==> src/design/crie_pkg.sv <==
/*
 * crie_pkg: shared constants and carriers for the receive interrupt enable
 * block. Assumes nothing; every design file refers to it by scoped name.
 */
package crie_pkg;
    // register map on the plain register port (index per byte address)
    localparam logic [3:0] ADDR_RX_FLAGS = 4'h0;
    localparam logic [3:0] ADDR_RX_IRQ_EN = 4'h1;
    localparam logic [3:0] ADDR_CTRL = 4'h2;
    localparam logic [3:0] ADDR_ERR_CNT = 4'h3;
    localparam int ADDR_W = 4;

    // enable register field positions
    localparam int EN_WAKE = 7;
    localparam int EN_STATUS = 6;
    localparam int EN_RXSENS_HI = 5;
    localparam int EN_RXSENS_LO = 4;
    localparam int EN_TXSENS_HI = 3;
    localparam int EN_TXSENS_LO = 2;
    localparam int EN_OVERRUN = 1;
    localparam int EN_RXFULL = 0;

    // flag register field positions
    localparam int FL_WAKE = 7;
    localparam int FL_STATUS = 6;
    localparam int FL_RXST_HI = 5;
    localparam int FL_RXST_LO = 4;
    localparam int FL_TXST_HI = 3;
    localparam int FL_TXST_LO = 2;
    localparam int FL_OVERRUN = 1;
    localparam int FL_RXFULL = 0;

    // control register field positions
    localparam int CT_WAKE_EN = 0;

    // reset values
    localparam logic [7:0] EN_RESET = 8'h00;
    localparam logic [7:0] FLAGS_RESET = 8'h00;
    localparam logic [1:0] SENS_RESET = 2'h0;

    // error counter thresholds
    localparam logic [8:0] CNT_WARN = 9'h060;    // 96
    localparam logic [8:0] CNT_PASSIVE = 9'h080; // 128
    localparam logic [8:0] CNT_BUSOFF = 9'h100;  // 256

    // bus state codes, shared by receiver and transmitter
    typedef enum logic [1:0] {
        CRIE_ST_OK = 2'b00,
        CRIE_ST_WARN = 2'b01,
        CRIE_ST_PASSIVE = 2'b10,
        CRIE_ST_BUSOFF = 2'b11
    } crie_state_t;

    // sensitivity levels
    typedef enum logic [1:0] {
        CRIE_SENS_NONE = 2'b00,
        CRIE_SENS_BUSOFF = 2'b01,
        CRIE_SENS_PASSIVE = 2'b10,
        CRIE_SENS_ALL = 2'b11
    } crie_sens_t;

    // register port request
    typedef struct packed {
        logic [3:0] addr;
        logic [7:0] wdata;
        logic wr;
        logic rd;
    } crie_reg_req_t;

    // interrupt request lines
    typedef struct packed {
        logic wake;
        logic error;
        logic rx;
    } crie_irq_t;
endpackage

==> src/design/crie_sens_filter.sv <==
/*
 * crie_sens_filter: decides whether a state change counts as a status
 * change at the chosen sensitivity. Assumes old and new are valid codes.
 */
`timescale 1ns/1ps
module crie_sens_filter (
    input wire logic [1:0] i_sens,
    input wire logic [1:0] i_old,
    input wire logic [1:0] i_new,
    output logic o_hit
);
    logic old_bo;
    logic new_bo;
    logic old_pe;
    logic new_pe;

    // bus-off is 11; passive-or-worse has the top bit set
    always_comb begin
        old_bo = (i_old == crie_pkg::CRIE_ST_BUSOFF);
        new_bo = (i_new == crie_pkg::CRIE_ST_BUSOFF);
        old_pe = i_old[1];
        new_pe = i_new[1];
        unique case (crie_pkg::crie_sens_t'(i_sens))
            crie_pkg::CRIE_SENS_NONE: o_hit = 1'b0;
            crie_pkg::CRIE_SENS_BUSOFF: o_hit = old_bo != new_bo;
            crie_pkg::CRIE_SENS_PASSIVE: o_hit = (old_bo != new_bo) ||
                                                 (old_pe != new_pe);
            crie_pkg::CRIE_SENS_ALL: o_hit = i_old != i_new;
        endcase
    end
endmodule

==> src/design/crie_state_enc.sv <==
/*
 * crie_state_enc: turns a 9-bit error count into a bus state code.
 * Assumes the count saturates at or above 256 when bus-off is reached.
 */
`timescale 1ns/1ps
module crie_state_enc (
    input wire logic [8:0] i_count,
    input wire logic i_busoff,
    output crie_pkg::crie_state_t o_state
);
    // thresholds 96, 128, 256; a forced bus-off from outside wins
    always_comb begin
        if (i_busoff || i_count >= crie_pkg::CNT_BUSOFF) begin
            o_state = crie_pkg::CRIE_ST_BUSOFF;
        end else if (i_count >= crie_pkg::CNT_PASSIVE) begin
            o_state = crie_pkg::CRIE_ST_PASSIVE;
        end else if (i_count >= crie_pkg::CNT_WARN) begin
            o_state = crie_pkg::CRIE_ST_WARN;
        end else begin
            o_state = crie_pkg::CRIE_ST_OK;
        end
    end
endmodule

==> src/design/crie_top.sv <==
/*
 * crie_top: receive-side interrupt enables, receive flags and bus state
 * tracking for a CAN controller.
 * Assumes: one clock i_clk_sys at 200 MHz; the register master keeps strobes
 * one cycle long and never both at once; events come from logic on the same
 * clock; the bus activity line comes from a pin and is synchronised here.
 */
// Implementation choices: the address-and-strobe port and the placing of the registers.
// Notes on behaviour
// - enables read any time and take writes only outside init mode.
// - in init mode (request and acknowledge set) enable bits 7-6 and 1-0 are held at reset.
// - the two sensitivity fields keep their value through init mode.
// - bit 7 gates the wake flag onto the wake interrupt request.
// - bit 6 gates the status change flag onto the error interrupt request.
// - bits 5-4 pick receiver sensitivity: none, bus-off, passive, all.
// - bits 3-2 pick transmitter sensitivity with the same four levels.
// - state flags show the real state, updated only with no change pending.
// - bit 1 gates the overrun flag onto the error interrupt request.
// - bit 0 gates the receive full flag onto the receiver request.
// - state code 00 below 96, 01 to 127, 10 to 255, 11 from 256 up; the receiver gets 11 only on transmitter bus-off.
// - a pending status change flag freezes the state flags until cleared.
// - bus activity in sleep with wake control set sets the wake flag.
`timescale 1ns/1ps
module crie_top (
    input wire logic i_clk_sys,
    input wire logic i_rst_b,
    input wire logic [3:0] i_addr,
    input wire logic [7:0] i_wdata,
    input wire logic i_wr,
    input wire logic i_rd,
    output logic [7:0] o_rdata,
    input wire logic i_init_request,
    input wire logic i_init_acknowledge,
    input wire logic i_sleep,
    input wire logic i_bus_activity,
    input wire logic i_overrun_evt,
    input wire logic i_rx_full_evt,
    input wire logic [8:0] i_rx_err_cnt,
    input wire logic [8:0] i_tx_err_cnt,
    output logic o_wake_irq,
    output logic o_error_irq,
    output logic o_rx_irq,
    output logic o_rx_full_flag
);
    logic rst_meta_b;
    logic rst_b;
    logic act_meta;
    logic act_sync;
    logic init_mode;
    crie_pkg::crie_reg_req_t req;
    crie_pkg::crie_irq_t irq;
    logic [7:0] en;
    logic [1:0] rx_sens;
    logic [1:0] tx_sens;
    logic wake_enable_ctl;
    logic wake_flag;
    logic status_change_flag;
    logic overrun_flag;
    logic rx_full_flag;
    logic [1:0] rx_state_flags;
    logic [1:0] tx_state_flags;
    crie_pkg::crie_state_t rx_now;
    crie_pkg::crie_state_t tx_now;
    logic tx_busoff;
    logic rx_hit;
    logic tx_hit;
    logic [7:0] clr;
    logic [7:0] flags_rd;
    logic [8:0] rx_cnt_lim;

    // one decode for every register write so the address checks agree
    function automatic logic wr_to(crie_pkg::crie_reg_req_t r,
                                   logic [3:0] a);
        return r.wr && (r.addr == a);
    endfunction

    assign req = '{addr: i_addr, wdata: i_wdata, wr: i_wr, rd: i_rd};
    assign init_mode = i_init_request && i_init_acknowledge;

    // reset release through two flops; assertion stays asynchronous
    always_ff @(posedge i_clk_sys or negedge i_rst_b) begin
        if (!i_rst_b) begin
            rst_meta_b <= 1'b0;
            rst_b <= 1'b0;
        end else begin
            rst_meta_b <= 1'b1;
            rst_b <= rst_meta_b;
        end
    end

    // bus activity arrives from the pin, so two flops before use
    always_ff @(posedge i_clk_sys or negedge rst_b) begin
        if (!rst_b) begin
            act_meta <= 1'b0;
            act_sync <= 1'b0;
        end else begin
            act_meta <= i_bus_activity;
            act_sync <= act_meta;
        end
    end

    // enable bits other than the sensitivity fields
    always_ff @(posedge i_clk_sys or negedge rst_b) begin
        if (!rst_b) begin
            en <= crie_pkg::EN_RESET;
        end else if (init_mode) begin
            en <= crie_pkg::EN_RESET;
        end else if (wr_to(req, crie_pkg::ADDR_RX_IRQ_EN)) begin
            en <= req.wdata;
        end
    end

    // sensitivity fields survive init mode so a status policy is kept
    always_ff @(posedge i_clk_sys or negedge rst_b) begin
        if (!rst_b) begin
            rx_sens <= crie_pkg::SENS_RESET;
            tx_sens <= crie_pkg::SENS_RESET;
        end else if (!init_mode && wr_to(req, crie_pkg::ADDR_RX_IRQ_EN)) begin
            rx_sens <= req.wdata[crie_pkg::EN_RXSENS_HI:crie_pkg::EN_RXSENS_LO];
            tx_sens <= req.wdata[crie_pkg::EN_TXSENS_HI:crie_pkg::EN_TXSENS_LO];
        end
    end

    // wake enable control lives in its own small register
    always_ff @(posedge i_clk_sys or negedge rst_b) begin
        if (!rst_b) begin
            wake_enable_ctl <= 1'b0;
        end else if (wr_to(req, crie_pkg::ADDR_CTRL)) begin
            wake_enable_ctl <= req.wdata[crie_pkg::CT_WAKE_EN];
        end
    end

    // write one to clear on the flag register
    assign clr = (wr_to(req, crie_pkg::ADDR_RX_FLAGS) && !init_mode) ?
                 req.wdata : 8'h00;

    // error counts to state codes
    assign tx_busoff = (i_tx_err_cnt >= crie_pkg::CNT_BUSOFF);

    // a receiver count past 255 still means passive; only a transmitter
    // bus-off gives the receiver code 11
    assign rx_cnt_lim = (i_rx_err_cnt >= crie_pkg::CNT_BUSOFF) ?
                        (crie_pkg::CNT_BUSOFF - 9'h001) : i_rx_err_cnt;

    crie_state_enc u_rx_enc (
        .i_count(rx_cnt_lim),
        .i_busoff(tx_busoff),
        .o_state(rx_now)
    );

    crie_state_enc u_tx_enc (
        .i_count(i_tx_err_cnt),
        .i_busoff(1'b0),
        .o_state(tx_now)
    );

    // a change counts only at the chosen sensitivity
    crie_sens_filter u_rx_filt (
        .i_sens(rx_sens),
        .i_old(rx_state_flags),
        .i_new(rx_now),
        .o_hit(rx_hit)
    );

    crie_sens_filter u_tx_filt (
        .i_sens(tx_sens),
        .i_old(tx_state_flags),
        .i_new(tx_now),
        .o_hit(tx_hit)
    );

    // state flags track the real state only while nothing is pending;
    // the flag sets in the same edge so the change it reports is frozen
    always_ff @(posedge i_clk_sys or negedge rst_b) begin
        if (!rst_b) begin
            rx_state_flags <= crie_pkg::CRIE_ST_OK;
            tx_state_flags <= crie_pkg::CRIE_ST_OK;
        end else if (!status_change_flag) begin
            rx_state_flags <= rx_now;
            tx_state_flags <= tx_now;
        end
    end

    // status change flag; a clear wins while it is set, and a hit still standing sets it again on the next edge
    always_ff @(posedge i_clk_sys or negedge rst_b) begin
        if (!rst_b) begin
            status_change_flag <= 1'b0;
        end else if (!status_change_flag && (rx_hit || tx_hit)) begin
            status_change_flag <= 1'b1;
        end else if (clr[crie_pkg::FL_STATUS]) begin
            status_change_flag <= 1'b0;
        end
    end

    // wake flag from bus activity while asleep
    always_ff @(posedge i_clk_sys or negedge rst_b) begin
        if (!rst_b) begin
            wake_flag <= 1'b0;
        end else if (i_sleep && wake_enable_ctl && act_sync) begin
            wake_flag <= 1'b1;
        end else if (clr[crie_pkg::FL_WAKE]) begin
            wake_flag <= 1'b0;
        end
    end

    // overrun and receive full flags, set beats clear
    always_ff @(posedge i_clk_sys or negedge rst_b) begin
        if (!rst_b) begin
            overrun_flag <= 1'b0;
            rx_full_flag <= 1'b0;
        end else begin
            if (i_overrun_evt) begin
                overrun_flag <= 1'b1;
            end else if (clr[crie_pkg::FL_OVERRUN]) begin
                overrun_flag <= 1'b0;
            end
            if (i_rx_full_evt) begin
                rx_full_flag <= 1'b1;
            end else if (clr[crie_pkg::FL_RXFULL]) begin
                rx_full_flag <= 1'b0;
            end
        end
    end

    // requests are flag and enable, combinational so they drop at once
    always_comb begin
        irq.wake = wake_flag && en[crie_pkg::EN_WAKE];
        irq.error = (status_change_flag && en[crie_pkg::EN_STATUS]) ||
                    (overrun_flag && en[crie_pkg::EN_OVERRUN]);
        irq.rx = rx_full_flag && en[crie_pkg::EN_RXFULL];
    end

    assign o_wake_irq = irq.wake;
    assign o_error_irq = irq.error;
    assign o_rx_irq = irq.rx;
    assign o_rx_full_flag = rx_full_flag; // lets software gate buffer reads

    assign flags_rd = {wake_flag, status_change_flag, rx_state_flags,
                       tx_state_flags, overrun_flag, rx_full_flag};

    // read data one cycle after the strobe; unmapped addresses read zero
    always_ff @(posedge i_clk_sys or negedge rst_b) begin
        if (!rst_b) begin
            o_rdata <= 8'h00;
        end else if (req.rd) begin
            unique case (req.addr)
                crie_pkg::ADDR_RX_FLAGS: o_rdata <= flags_rd;
                crie_pkg::ADDR_RX_IRQ_EN: o_rdata <= {en[7:6], rx_sens,
                                                      tx_sens, en[1:0]};
                crie_pkg::ADDR_CTRL: o_rdata <= {7'h00, wake_enable_ctl};
                default: o_rdata <= 8'h00;
            endcase
        end else begin
            o_rdata <= 8'h00;
        end
    end
endmodule

==> config.mk <==
export PLATFORM = sky130hd
export DESIGN_NAME = crie_top
export DESIGN_NICKNAME = d
export VERILOG_FILES = /design/src/design/crie_pkg.sv /design/src/design/crie_sens_filter.sv /design/src/design/crie_state_enc.sv /design/src/design/crie_top.sv
export SDC_FILE = /design/constraint.sdc
export NUM_CORES = 1
export LEC_CHECK = 0
export ABC_CLOCK_PERIOD_IN_PS = 2700
export BUFFER_PORTS_ARGS = -buffer_cell sky130_fd_sc_hd__clkbuf_2
export CORE_ASPECT_RATIO = 0.6
export CORE_MARGIN = 2
export CORE_UTILIZATION = 51
export CTS_CLUSTER_DIAMETER = 40
export CTS_CLUSTER_SIZE = 12
export DETAILED_ROUTE_END_ITERATION = 6
export GPL_TIMING_DRIVEN = 0
export PLACE_DENSITY = 0.83
export SETUP_SLACK_MARGIN = 0.5
export SLEW_MARGIN = 10
export SYNTH_ARGS = -nofsm -noshare
export SYNTH_HDL_FRONTEND = slang
export SYNTH_SLANG_ARGS = --single-unit
==> constraint.sdc <==
create_clock -name i_clk_sys -period 2.7 [get_ports i_clk_sys]
set_clock_uncertainty 0.05 [all_clocks]
set_input_delay 0.405 -clock i_clk_sys [delete_from_list [all_inputs] [get_ports i_clk_sys]]
set_output_delay 0.405 -clock i_clk_sys [all_outputs]
set_load 0.01 [all_outputs]
==> summary.md <==
| Metric | Value |
|---|---|
| Status | `finished, final reports clean` |
| Critical Path Start | `status_change_flag$_DFFE_PN0P_` |
| Largest net degree at the start of global routing | `28` |
| RR Startpoint | `tx_state_flags[1]$_DFFE_PN0N_` |
| Core Region | `roughly 2500 µm²` |
| Worst-Skew Late Latency | `around 0.29 ns` |
| Fill cells | `~200` |
| CTS tree | `yes` |
| PD cells | `667 nW/µm²` |
| Min-delay worst type | `primary input to flip-flop` |
| Tcrit/Tclk final | `0.669` |
| R2R setup slack | `1.17 ns` |
| Syn Area/Cell | `11.0 µm²` |
| Final Net Count | `roughly 210` |
| Top cells by area, synth | `dfrtp_1 (54%), mux2_2 (5.0%), a22oi_1 (4.5%), mux2i_1 (3.7%), nor2_1 (2.8%)` |
| DIE AREA | `3080 µm²` |
| Mapped cell area | `1340 µm²` |
| GRT Util Overall | `0.221` |
| Worst Path Required | `roughly 2.3 ns` |
| Die height | `between 40 and 50 µm` |
| Worst hold slack | `0.171 ns` |
| Initial antenna violation count | `0` |
| Setup crit start kind | `flip-flop` |
| Final WL | `2920 µm` |
| Commonest cells after routing, fill and taps aside | `clkbuf_2 (41), dfrtp_1 (29), nor2_1 (10)` |
| DRC Markers | `0` |
| I/O pin count | `52` |
| H-Tree Depth | `2` |
| Critical path type | `flip-flop to primary output` |
| Clock sinks | `29` |
| Placed Instance Area | `~1600 µm²` |
| Final ANT Viol Nets | `0` |
| Diodes inserted | `0` |
| Share of post-route cells with drive strength above 1 | `0.351` |
| Total gr overflow | `0` |
| Count of flip-flops with a built-in enable after synthesis | `0` |
| Initial drt markers | `96` |
| Final setup fails | `0` |
| Number of synthesized register bits | `29` |
| Final hold vios | `0` |
| Post-route setup TNS | `0 ns` |
| Routability Congestion | `0.838` |
| Num CTS Buffers | `5` |
| RSZ-0062 raised after global routing | `no` |
| Post-DP HPWL | `2240 µm` |
| Max_slew headroom | `0.308` |
| Crit path to | `o_error_irq` |
| Crit. End Element | `primary output` |
| 1st-pass router iterations | `4` |
| Chip width | `70.3 µm` |
| Fraction of registers with async set/reset | `1.00` |
| Mapped Nets | `162` |
| Worst-path clk slew | `about 0.060 ns` |
| R2r worst-path depth | `4` |
| Post-route design area | `1690 µm²` |
| Fin crit period | `1.81 ns` |
| Worst Path Arrival | `around 1.4 ns` |
| First-pass GRT wire length | `5010 µm` |
| Initial Util | `0.536` |
| Via count | `1,129` |
| Worst slew pin tran | `1.04 ns` |
| Primary FF master, synth | `dfrtp_1` |
| Max-Cap Viols | `0` |
| Routed WL per cell | `around 14 µm` |
| Yosys cell types | `36` |
| Seq/Total Area, Yosys | `0.540` |
| Area Overhead vs Synth | `25.4%` |
| Max FO, Critical Path | `10` |
| Commonest non-fill, non-tap cell in the layout | `clkbuf_2` |
| Max Root-Sink Buffers | `2` |
| Worst R2R End | `status_change_flag$_DFFE_PN0P_` |
| Row cnt | `14` |
| VDD IR max | `435 µV` |
| Cts repair resizes | `0` |
| Fmax | `about 550 MHz` |
| Pleak | `0.836 nW` |
| Max Slew Vio Count | `0` |
| Total power | `1.12 mW` |
| Root Buffer | `clkbuf_8` |
| Post-synth top area share | `0.540` |
| Synthesized instance count | `~120` |
| Yosys warns | `0` |
| DR vias/cell | `5.56` |
| Vias in the first global route | `1,120` |
| Post-synth top area cell | `dfrtp_1` |
| Number of I/O port buffers | `just over 40` |
[stage by stage]
stage / utilization / setup WS (ns) / instances
final: 0.673 / 0.892 / 203
after floorplan: - / 1.23 / 122
after CTS: 0.673 / 0.904 / 203
after detailed placement: 0.634 / 0.923 / 195
after global routing: 0.673 / 0.849 / 203
after global placement: 0.634 / 0.935 / 195
[worst min-delay path by stage]
stage / to / start / slack, ns / cells past startpoint
after global routing: act_meta$_DFF_PN0_ / i_bus_activity / 0.17 / 1
after detailed placement: rst_meta_b$_DFF_PN0_ / i_rst_b / 0.14 / 1
final: act_meta$_DFF_PN0_ / i_bus_activity / 0.17 / 1
after CTS: act_meta$_DFF_PN0_ / i_bus_activity / 0.17 / 1
after global placement: rst_meta_b$_DFF_PN0_ / i_rst_b / 0.14 / 1
after floorplan: rst_b$_DFF_PN0_ / i_rst_b / 0.06 / 0
[critical path: stages (launching register included)]
cell and delay (ns):
dfrtp_1 0.34, clkbuf_1 0.40, a22o_1 0.21, clkbuf_2 0.13
[logic make-up after synthesis]
family          after synthesis  synth area share
compound gates               32             0.170
buf+inv                       9            0.0270
flops                        29             0.540
mux                          11            0.0875
other cells                   1           0.00279
simple gates                 40             0.172
[cells in the mapped netlist (2+ instances only)]
cell,n
nor2_1,10
a21oi_1,5
a22oi_1,8
mux2i_1,5
inv_1,6
nand3_1,4
and2_1,2
a211o_1,4
o21ai_0,2
dfrtp_1,29
a21o_1,2
buf_2,2
nor2b_1,2
nor3_1,3
nor4bb_1,2
a31oi_1,2
nand2_1,9
nor4_1,2
mux2_2,6
[flip-flops by register name (all words and copies together), names as in the netlist, 2 cells and up]
signal,cells
rx_sens,2
tx_state_flags,2
en,4
tx_sens,2
o_rdata,8
rx_state_flags,2
[metal layers]
| layer | vias to the layer above | GRT usage | share of wire |
|---|---|---|---|
| li1 | 549 | - | - |
| met1 | 533 | 0.274 | 0.43 |
| met2 | 40 | 0.343 | 0.49 |
| met3 | 7 | 0.0814 | 0.069 |
| met4 | 0 | 0.119 | 0.010 |
| met5 | - | 0 | 0 |
[report_power, final]
part / switching, mW / internal [mW] / total [mW]
logic: 0.0923 / 0.0999 / 0.192
clock network: 0.155 / 0.202 / 0.356
registers: 0.0835 / 0.492 / 0.576
[layout make-up]
type                       instances  area, µm²  share of cell area
sequential                        29        726               0.431
multi-input combinational         84        582               0.345
timing repair buffer              42        215               0.128
clock buffer                       7       86.3              0.0512
tap                               32       40.0              0.0238
inverter                           6       22.5              0.0134
buffer                             3       13.8             0.00817
[timing repair]
item,in CTS,in global routing
hold buffers,1,0
buffers inserted,0,0
endpoints found under the hold margin,2,0
(Power assumes the default switching activity.)
